--- config.mk ---
export PLATFORM = sky130hd
export DESIGN_NAME = ebs_top
export DESIGN_NICKNAME = d
export VERILOG_FILES = /design/src/rtl/ebs_pkg.sv /design/src/rtl/ebs_top.sv
export SDC_FILE = /design/constraint.sdc
export NUM_CORES = 1
export LEC_CHECK = 0
export ABC_AREA = 1
export BUFFER_PORTS_ARGS = -buffer_cell sky130_fd_sc_hd__buf_2
export CORE_MARGIN = 2
export CORE_UTILIZATION = 46
export CTS_CLUSTER_SIZE = 20
export DETAILED_ROUTE_END_ITERATION = 8
export HOLD_SLACK_MARGIN = 0.1
export PLACE_DENSITY = 0.8
export SYNTH_ARGS = -nofsm -noshare
export SYNTH_HDL_FRONTEND = slang
export SYNTH_SLANG_ARGS = --single-unit
--- constraint.sdc ---
create_clock -name aclk -period 2.24 [get_ports aclk]
set_clock_uncertainty 0.1 [all_clocks]
set_input_delay 0.336 -clock aclk [delete_from_list [all_inputs] [get_ports aclk]]
set_output_delay 0.336 -clock aclk [all_outputs]
set_load 0.02 [all_outputs]
--- src/rtl/ebs_pkg.sv ---
// Constants, types and register map of the encoder backup supervisor.
// Assumes a single 25 MHz clock and an AXI4-Lite register master.
`default_nettype none
package ebs_pkg;
	// Register byte offsets
	localparam logic [7:0] EBS_CTRL = 8'h00;
	localparam logic [7:0] EBS_STATUS = 8'h04;
	localparam logic [7:0] EBS_IRQ_STAT = 8'h08;
	localparam logic [7:0] EBS_IRQ_MASK = 8'h0C;
	// Control bits
	localparam int EBS_CTRL_INC = 0;
	localparam int EBS_CTRL_CLR = 1;
	// Interrupt event bits
	localparam int EBS_EV_BKP = 0;
	localparam int EBS_EV_ENC = 1;
	localparam int EBS_EV_LOW = 2;
	localparam int EBS_EV_HOME = 3;
	localparam int EBS_EV_W = 4;
	// Reset values
	localparam logic EBS_INC_RST = 1'b0;
	localparam logic [3:0] EBS_MASK_RST = 4'h0;
	// Bus answers
	localparam logic [1:0] EBS_OKAY = 2'h0;
	localparam logic [1:0] EBS_SLVERR = 2'h2;
	// Displayed error, first occurrence kept
	localparam logic [1:0] EBS_DSP_NONE = 2'h0;
	localparam logic [1:0] EBS_DSP_OTHER = 2'h1;
	localparam logic [1:0] EBS_DSP_BKP = 2'h2;
	localparam logic [1:0] EBS_DSP_ENC = 2'h3;
	// Supply and speed limits, millivolts and revolutions per minute
	localparam logic [11:0] EBS_WARN_MV = 12'd2700;
	localparam logic [11:0] EBS_MIN_MV = 12'd2500;
	localparam logic [15:0] EBS_BKP_RPM_MAX = 16'd5000;
	localparam logic [15:0] EBS_PWRUP_RPM_MAX = 16'd200;
	// Indicator flash half period
	localparam int EBS_CLK_HZ = 25_000_000;
	localparam int EBS_BLINK_HALF_MS = 250;
	localparam int EBS_BLINK_CYC = EBS_CLK_HZ / 1000 * EBS_BLINK_HALF_MS;
	// Synchronised pin bundle
	localparam int EBS_PIN_W = 34;
	typedef enum logic [1:0] {EBS_ST_OFF = 2'b01, EBS_ST_ON = 2'b10} ebs_pwr_t;
endpackage
`default_nettype wire

--- src/rtl/ebs_top.sv ---
// Encoder backup supervisor for one servo axis, with AXI4-Lite registers.
// Assumes pins are asynchronous and the axis has its own instance and LED.
//
// Register access over AXI4-Lite and the address map are this design's own decisions.
`default_nettype none
module ebs_top
	import ebs_pkg::*;
#(
	parameter int BLINK_CYC = ebs_pkg::EBS_BLINK_CYC
)(
	// Clock and reset
	input wire logic aclk,
	input wire logic aresetn,
	// AXI4-Lite write
	input wire logic [7:0] awaddr,
	input wire logic awvalid,
	output logic awready,
	input wire logic [31:0] wdata,
	input wire logic [3:0] wstrb,
	input wire logic wvalid,
	output logic wready,
	output logic [1:0] bresp,
	output logic bvalid,
	input wire logic bready,
	// AXI4-Lite read
	input wire logic [7:0] araddr,
	input wire logic arvalid,
	output logic arready,
	output logic [31:0] rdata,
	output logic [1:0] rresp,
	output logic rvalid,
	input wire logic rready,
	// Axis pins
	input wire logic ctrl_pwr_on,
	input wire logic cable_ok,
	input wire logic motor_new,
	input wire logic reset_in,
	input wire logic estop_in,
	input wire logic home_done,
	input wire logic [11:0] bkp_mv,
	input wire logic [15:0] speed_rpm,
	// Axis outputs
	output logic led_green,
	output logic err_out,
	output logic motion_inhibit,
	output logic abs_active,
	output logic [1:0] disp_err,
	output logic irq
);
	import ebs_pkg::*;

	localparam int CW = $clog2(BLINK_CYC + 1);

	typedef struct packed {
		ebs_pwr_t st;
		logic [EBS_PIN_W-1:0] s1;
		logic [EBS_PIN_W-1:0] s2;
		logic [3:0] p;
		logic [1:0] up;
		logic inc;
		logic f_low;
		logic f_ovs;
		logic f_cab;
		logic bkp;
		logic enc;
		logic inh;
		logic low;
		logic led;
		logic err;
		logic abs;
		logic irq;
		logic [1:0] disp;
		logic [EBS_EV_W-1:0] ist;
		logic [EBS_EV_W-1:0] imsk;
		logic [CW-1:0] cnt;
		logic aw_got;
		logic w_got;
		logic [7:0] awa;
		logic [31:0] wd;
		logic [3:0] ws;
		logic awr;
		logic wr;
		logic bv;
		logic [1:0] br;
		logic arr;
		logic rv;
		logic [31:0] rd;
		logic [1:0] rr;
	} ebs_state_t;

	localparam ebs_state_t Q_RST = '{st: EBS_ST_OFF, inc: EBS_INC_RST, imsk: EBS_MASK_RST, default: '0};

	ebs_state_t q_ff;
	ebs_state_t nxt_q;

	// Decoded synchronised pins
	logic pwr, cab, newm, rst_in, estop, home;
	logic [11:0] mv;
	logic [15:0] rpm;
	logic pwr_up, rst_rise, home_rise;
	assign {pwr, cab, newm, rst_in, estop, home, mv, rpm} = q_ff.s2;
	assign pwr_up = (q_ff.st == EBS_ST_OFF) && pwr;
	assign rst_rise = rst_in && !q_ff.p[2];
	assign home_rise = home && !q_ff.p[0];

	always_comb
	begin
		logic set_b;
		logic set_e;
		logic clr_b;
		logic wr_do;
		logic [EBS_EV_W-1:0] ev;
		logic [EBS_EV_W-1:0] w1c;
		set_b = 1'b0;
		set_e = 1'b0;
		clr_b = 1'b0;
		wr_do = 1'b0;
		ev = '0;
		w1c = '0;
		nxt_q = q_ff;
		nxt_q.s1 = {ctrl_pwr_on, cable_ok, motor_new, reset_in, estop_in, home_done, bkp_mv, speed_rpm};
		nxt_q.s2 = q_ff.s1;
		nxt_q.p = {pwr, rst_in, estop, home};
		// Synced pins hold reset zeros for two edges; judge nothing until refilled
		nxt_q.up = {q_ff.up[0], 1'b1};

		// Register writes, address and data in either order
		if (awvalid && q_ff.awr)
		begin
			nxt_q.aw_got = 1'b1;
			nxt_q.awa = awaddr;
		end
		if (wvalid && q_ff.wr)
		begin
			nxt_q.w_got = 1'b1;
			nxt_q.wd = wdata;
			nxt_q.ws = wstrb;
		end
		if (q_ff.bv && bready)
			nxt_q.bv = 1'b0;
		wr_do = q_ff.aw_got && q_ff.w_got && !q_ff.bv;
		if (wr_do)
		begin
			nxt_q.aw_got = 1'b0;
			nxt_q.w_got = 1'b0;
			nxt_q.bv = 1'b1;
			nxt_q.br = EBS_OKAY;
			case (q_ff.awa)
				EBS_CTRL:
					if (q_ff.ws[0])
					begin
						nxt_q.inc = q_ff.wd[EBS_CTRL_INC];
						clr_b = q_ff.wd[EBS_CTRL_CLR];
					end
				EBS_STATUS: ;
				EBS_IRQ_STAT:
					if (q_ff.ws[0])
						w1c = q_ff.wd[EBS_EV_W-1:0];
				EBS_IRQ_MASK:
					if (q_ff.ws[0])
						nxt_q.imsk = q_ff.wd[EBS_EV_W-1:0];
				default: nxt_q.br = EBS_SLVERR;
			endcase
		end
		nxt_q.awr = !nxt_q.aw_got && !nxt_q.bv;
		nxt_q.wr = !nxt_q.w_got && !nxt_q.bv;

		// Power phases: watch backup while off, judge at power-up
		nxt_q.abs = !q_ff.inc;
		case (q_ff.st)
			EBS_ST_OFF:
			begin
				nxt_q.enc = 1'b0;
				if (q_ff.abs && !pwr && q_ff.up[1])
				begin
					if (mv < EBS_MIN_MV)
						nxt_q.f_low = 1'b1;
					if (rpm > EBS_BKP_RPM_MAX)
						nxt_q.f_ovs = 1'b1;
					if (!cab)
						nxt_q.f_cab = 1'b1;
				end
				if (pwr)
				begin
					nxt_q.st = EBS_ST_ON;
					set_b = q_ff.abs && (newm || q_ff.f_low || q_ff.f_cab);
					set_e = q_ff.abs && (q_ff.f_ovs || rpm > EBS_PWRUP_RPM_MAX);
					nxt_q.f_low = 1'b0;
					nxt_q.f_ovs = 1'b0;
					nxt_q.f_cab = 1'b0;
				end
			end
			EBS_ST_ON:
				if (!pwr)
					nxt_q.st = EBS_ST_OFF;
				else
					set_e = q_ff.abs && !cab;
			default: nxt_q.st = EBS_ST_OFF;
		endcase

		// Error flags, a set wins over a clear
		clr_b = clr_b || rst_rise;
		nxt_q.bkp = (q_ff.bkp && !clr_b) || set_b;
		nxt_q.enc = nxt_q.enc || set_e;
		nxt_q.err = nxt_q.bkp || nxt_q.enc;
		nxt_q.inh = (q_ff.inh && !(home_rise && !q_ff.bkp && !q_ff.enc)) || set_b || set_e;

		// First error to occur is the one shown
		if (q_ff.disp == EBS_DSP_NONE)
		begin
			if (estop)
				nxt_q.disp = EBS_DSP_OTHER;
			else if (set_e)
				nxt_q.disp = EBS_DSP_ENC;
			else if (set_b)
				nxt_q.disp = EBS_DSP_BKP;
		end
		else if (!q_ff.bkp && !q_ff.enc && !estop)
			nxt_q.disp = EBS_DSP_NONE;

		// Low-voltage flash on this axis's own indicator
		nxt_q.low = q_ff.abs && q_ff.up[1] && (mv <= EBS_WARN_MV);
		if (!q_ff.low)
		begin
			nxt_q.led = 1'b0;
			nxt_q.cnt = '0;
		end
		else if (q_ff.cnt == CW'(BLINK_CYC - 1))
		begin
			nxt_q.led = !q_ff.led;
			nxt_q.cnt = '0;
		end
		else
			nxt_q.cnt = q_ff.cnt + CW'(1);

		// Sticky events, set wins over write-one-to-clear
		ev[EBS_EV_BKP] = set_b && !q_ff.bkp;
		ev[EBS_EV_ENC] = set_e && !q_ff.enc;
		ev[EBS_EV_LOW] = nxt_q.low && !q_ff.low;
		ev[EBS_EV_HOME] = home_rise;
		nxt_q.ist = (q_ff.ist & ~w1c) | ev;
		nxt_q.irq = |(nxt_q.ist & nxt_q.imsk);

		// Register reads
		if (q_ff.rv && rready)
			nxt_q.rv = 1'b0;
		if (arvalid && q_ff.arr)
		begin
			nxt_q.rv = 1'b1;
			nxt_q.rr = EBS_OKAY;
			nxt_q.rd = '0;
			case (araddr)
				EBS_CTRL: nxt_q.rd[EBS_CTRL_INC] = q_ff.inc;
				EBS_STATUS: nxt_q.rd[7:0] = {q_ff.disp, q_ff.err, q_ff.abs, q_ff.inh, q_ff.low, q_ff.enc, q_ff.bkp};
				EBS_IRQ_STAT: nxt_q.rd[EBS_EV_W-1:0] = q_ff.ist;
				EBS_IRQ_MASK: nxt_q.rd[EBS_EV_W-1:0] = q_ff.imsk;
				default: nxt_q.rr = EBS_SLVERR;
			endcase
		end
		nxt_q.arr = !nxt_q.rv;
	end

	always_ff @(posedge aclk)
	begin
		if (!aresetn)
			q_ff <= Q_RST;
		else
			q_ff <= nxt_q;
	end

	assign awready = q_ff.awr;
	assign wready = q_ff.wr;
	assign bvalid = q_ff.bv;
	assign bresp = q_ff.br;
	assign arready = q_ff.arr;
	assign rvalid = q_ff.rv;
	assign rdata = q_ff.rd;
	assign rresp = q_ff.rr;
	assign led_green = q_ff.led;
	assign err_out = q_ff.err;
	assign motion_inhibit = q_ff.inh;
	assign abs_active = q_ff.abs;
	assign disp_err = q_ff.disp;
	assign irq = q_ff.irq;
endmodule
`default_nettype wire

## Word-level counts from Yosys, hierarchy flattened

Cells that the tools add are included.

| word-level totals | value |
|---|---|
| bits in registers | 183 |
| input port bits | 93 |
| output and inout bits | 48 |
| word-level logic and storage cells | 181 |

| operators by class | value |
|---|---|
| $add $sub $neg | 1 |
| magnitude comparators | 4 |
| equal/unequal tests | 13 |
| mux-type cells | 51 |
| bitwise gates (word level) | 6 |
| reductions and logical operators | 71 |

Operators with widths:

| cell | number |
|---|---|
| $mux 133 | 1 |
| $mux 23 | 2 |
| $mux 36 | 1 |
| $mux 35 | 1 |
| $eq 8x4->1 const B | 4 |
| $mux 4 | 7 |
| $logic_and 1x1->1 | 27 |
| $add 23x1->23 const B | 1 |
| $eq 23x23->1 const B | 1 |
| $mux 1 | 20 |
| $mux 2 | 10 |
| $logic_not 1->1 | 17 |
| $eq 8x3->1 const B | 2 |
| $gt 16x13->1 const B | 1 |
| $gt 16x8->1 const B | 1 |
| $logic_not 8->1 | 2 |
| $le 12x12->1 const B | 1 |
| $lt 12x12->1 const B | 1 |
| $mux 3 | 4 |
| $reduce_and 3->1 | 4 |
| $reduce_or 4->1 | 3 |
| $logic_or 1x1->1 | 9 |
| $pmux 3 s3 | 1 |
| $and 4x4->4 | 2 |
| other kinds (16) | 23 |

## Logic depth before layout (Yosys ltp)

| depth | value |
|---|---|
| word-level depth | 10 |
| gate-level depth with buffers | 12 |
| depth with buffers taken out | 12 |

## Least setup slack after synthesis

Ideal clock, no wire load.

| timing path | value |
|---|---|
| kind | reg-to-reg |
| start | register q_ff[87] (netlist name) |
| end | register q_ff[94] (netlist name) |
| data arrival time | 1.466 ns |
| required time | 2.025 ns |
| setup slack | 0.559 ns |
| stages on the path, launching flop included | 10 |
| path buffers | 1 |
| clock period less this slack | 1.681 ns |
| cells stage by stage | dfxtp_1 > ha_1 > nand2_2 > nor2_4 > nand2_2 > nor2_4 > nand4_4 > nand2_4 > buf_6 > nor2_1 |

| on the way | value |
|---|---|
| cells in the longest elaborated chain, start to end | 2 |
| elaborated cells between the ends (all ways) | 3 |
| classes of those cells | add/sub: 1; eq/ne: 1; reduce/logical: 1 |

RTL lines:

| what | line | source |
|---|---|---|
| from (decl) | ebs_top.sv:93 | `ebs_state_t q_ff;` |
| from (signal assigned) | ebs_top.sv:268 | `q_ff <= nxt_q;` |
| branches (longest 2 deep; another with $add 23x1->23) | - |  |

Several ways; the timed one is not identified.
A chain may end at the register's enable or synchronous reset.

## Worst setup path after layout

| timing path | value |
|---|---|
| start | register q_ff[87] (netlist name) |
| end | register q_ff[101] (netlist name) |

Same word-level chain as after synthesis.

==> flow_metrics.py <==
metrics = {
    "route": {
        "drc": 0,
        "via_per_inst": 4.535,
        "drtAntennaViolNets": 0,
        "wl_per_cell_um": 11.04,
        "firstDrtPassIters": 7,
        "finalWirelength_um": 12380,
        "vias": 5088,
        "drtIter0Drc": 366,
    },
    "global_routing": {
        "antenna_found_initial": 0,
        "grt_overflow": 0,
        "grt_pass1_vias": 4853,
        "grt_pass1_wl_um": 21290,
        "grt_max_degree": 47,
        "grtUsageTotal_pct": 18.78,
    },
    "worst_setup_path": {
        "start_kind": "flop",
        "r2r-start": "q_ff[87]",
        "cp.arrival_ns": 2.11,
        "crit_path_end_kind": "flop",
        "reg2reg_depth": 10,
        "r2r-end": "q_ff[101]",
        "crit_start": "q_ff[87]",
        "required_ns": 2.46,
        "crit_fanout": 6,
        "rrSetupSlack_ns": 0.35,
        "worstSetupPathType": "flop to flop",
    },
    "die": {
        "coreArea_sq_um": 13090,
        "dieArea_sq_um": 14210,
        "die_w_um": 119.2,
        "io_pins": 141,
        "initial_utilization_pct": 46.65,
        "die_h_um": 119.2,
        "rows": 42,
    },
    "timing": {
        "max_freq_ghz": 0.5283,
        "hold_viol_final": 0,
        "rsz0062_at_grt": "no",
        "setup-violations-final": 0,
        "worst_slew_pin_slew_ns": 0.4931,
        "slew_violations": 0,
        "timing.final.crit_share_pct": 84.50,
        "fin_crit_ns": 1.893,
        "max-slew-margin-rel_pct": 66.83,
        "setup_tns_ns": 0,
    },
    "power_and_ir_drop": {
        "intPower_uw": 4590,
        "p_comb_share_pct": 8.9,
        "power_frac_seq_pct": 46.2,
        "power_frac_clock_pct": 44.9,
        "power_density_nw_per_um2": 823.0,
        "power.switching_uw": 1559,
        "finalPower_uw": 6149,
        "switching_share_pct": 25.36,
        "vdd_drop_max_mv": 0.6394,
        "leakagePower_uw": 0.003721,
    },
    "synthesis": {
        "synth_top_area_cell": "dfxtp_1",
        "synthArstFlopShare_pct": 0,
        "synth_top_family_by_area": "simple AND/OR/NAND/NOR gates",
        "synth_xor_area_share_pct": 0.4304,
        "netlist_area_sq_um": 6105,
        "ys_seq_elements": 149,
        "synth_cell_type_count": 42,
        "netlist_instances": 819,
        "synth-edff-count": 0,
        "yosysSeqAreaShare_pct": 48.86,
        "yosys.area_share.simple_pct": 28.02,
        "synth_adder_area_share_pct": 0.6149,
        "ys_warn_count": 0,
        "yosys.area.top_type_share_pct": 48.86,
        "avgSynthCellArea_sq_um": 7.454,
        "synth_ff_type": "dfxtp_1",
        "ys_top_cells_by_area": "dfxtp_1 49%, nand2_1 13%, inv_1 8.5%",
        "synth-compound-area-share_pct": 6.969,
        "synth_mux_area_share_pct": 0,
    },
    "clocking": {
        "htree_levels": 4,
        "clk_latency_ns": 0.42,
        "cts_tree": "yes",
        "cts_buffers": 17,
        "cts_sinks": 149,
        "cts-root-buf": "clkbuf_16",
        "clock_path_buffers": 2,
        "clk_pin_slew_ns": 0.06,
    },
    "final_layout": {
        "layout_common_cells": "205 x nand2_1, 149 x dfxtp_1, 139 x inv_1",
        "ff_latch_area_sq_um": 2983,
        "multi_input_area_sq_um": 2297,
        "nets": 1029,
        "diodes": 0,
        "nFillCells": 1116,
        "drive_gt1_share_pct": 15.33,
        "syn2layout_area_growth_pct": 22.38,
        "layout_commonest_cell": "nand2_1",
    },
    "placed_design": {
        "place_congestion": 0.9198,
        "dp_hpwl_um": 8401,
        "io_buffer_count": 83,
    },
    "flow_run": {
        "maxCapViolations": 0,
    },
    "status": {
        "outcome": "finished, final reports clean",
    },
    "worst_hold_path": {
        "holdPathEnd": "q_ff[79]",
        "min_path_type": "primary input to flop",
        "worstHoldStart": "awaddr[2]",
        "whs_path_depth": 3,
    },
}
[routing by layer]
layer,part of all wire (%),track usage (%),vias up
li1,-,-,2682
met1,43,21.50,2251
met2,50,32.72,136
met3,5.5,5.987,19
met4,1.8,6.920,0
met5,0,0,-
[synth_stat cells (all sizes together), types with 2 or more instances]
| library cell | n |
|---|---|
| nand2 | 209 |
| dfxtp | 149 |
| inv | 142 |
| nor2 | 87 |
| a21oi | 47 |
| nand3 | 43 |
| buf | 41 |
| o21ai | 27 |
| clkbuf | 16 |
| nor3 | 16 |
| nand4 | 11 |
| nor4 | 8 |
| or2 | 5 |
| ha | 3 |
| nor3b | 3 |
| a211oi | 2 |
| xor2 | 2 |
[worst max-delay path, cell delays in order (launching register included)]
cell and delay, ns:
dfxtp_1 0.42, ha_1 0.28, nand2_2 0.14, nor3_4 0.24
nand3_2 0.15, nor2_4 0.13, nand2_2 0.08, inv_1 0.07
nand2_1 0.06, nand3_1 0.08, nor2_2 0.04
[final cells by class]
class	instances	share of cell area [%]
tap	176	2.948
inverter	143	7.185
clock buffer	19	5.929
sequential	149	39.93
timing repair buffer	127	11.32
multi-input combinational	495	30.75
clock inverter	13	1.943
[power groups by stage]
| stage | combinational [uW] | clock, uW | sequential (uW) |
|---|---|---|---|
| after detailed placement | 484 | 0 | 2900 |
| after floorplan | 384 | 0 | 2890 |
| after global placement | 472 | 0 | 2890 |
| after global routing | 621 | 2940 | 2850 |
| after CTS | 542 | 2810 | 2840 |
| final | 545 | 2760 | 2840 |
[registers in the layout, indices dropped and copies added (netlist names)]
name,count
abs_active,1
arready,1
awready,1
bresp,1
bvalid,1
cab,1
disp_err,2
err_out,1
estop,1
home,1
irq,1
led_green,1
motion_inhibit,1
mv,12
newm,1
nxt_q,37
q_ff,74
rdata,8
rresp,1
rvalid,1
wready,1
[how the worst max path moves through the flow]
stage / endpoint / slack (ns)
6_report: q_ff[101] / 0.35
2_1_floorplan: q_ff[94] / 0.56
5_1_grt: q_ff[101] / 0.14
3_3_place_gp: q_ff[98] / 0.39
3_5_place_dp: q_ff[103] / 0.34
4_1_cts: q_ff[101] / 0.33
[stage by stage]
stage	util, %	hold WS (ns)	worst slack (ns)	area (sq um)	cells
floorplan	-	0.2637	0.5591	6198	844
global placement	49.54	0.2933	0.3873	6482	1050
detailed placement	49.54	0.2955	0.3368	6482	1050
CTS	57.10	0.1041	0.3318	7471	1122
global route	57.10	0.1226	0.1435	7471	1122
finish	57.10	0.1164	0.3472	7471	1122
[repair_timing]
item,4_1_cts,5_1_grt
hold endpoints to repair,40,0
setup buffers,0,0
hold buffers,40,0
gates resized for setup,0,0
[kinds of logic (layout without fill, tap and decap cells)]
| group | Yosys count | in the layout |
|---|---|---|
| and+or+nand+nor | 382 | 382 |
| buffers and inverters | 200 | 302 |
| DFF | 149 | 149 |
| AOI/OAI and AO/OA | 81 | 81 |
| adders and majority gates | 3 | 3 |
| xor gates and xnor gates | 3 | 3 |
| other | 1 | 26 |
(Power assumes the default switching activity.)
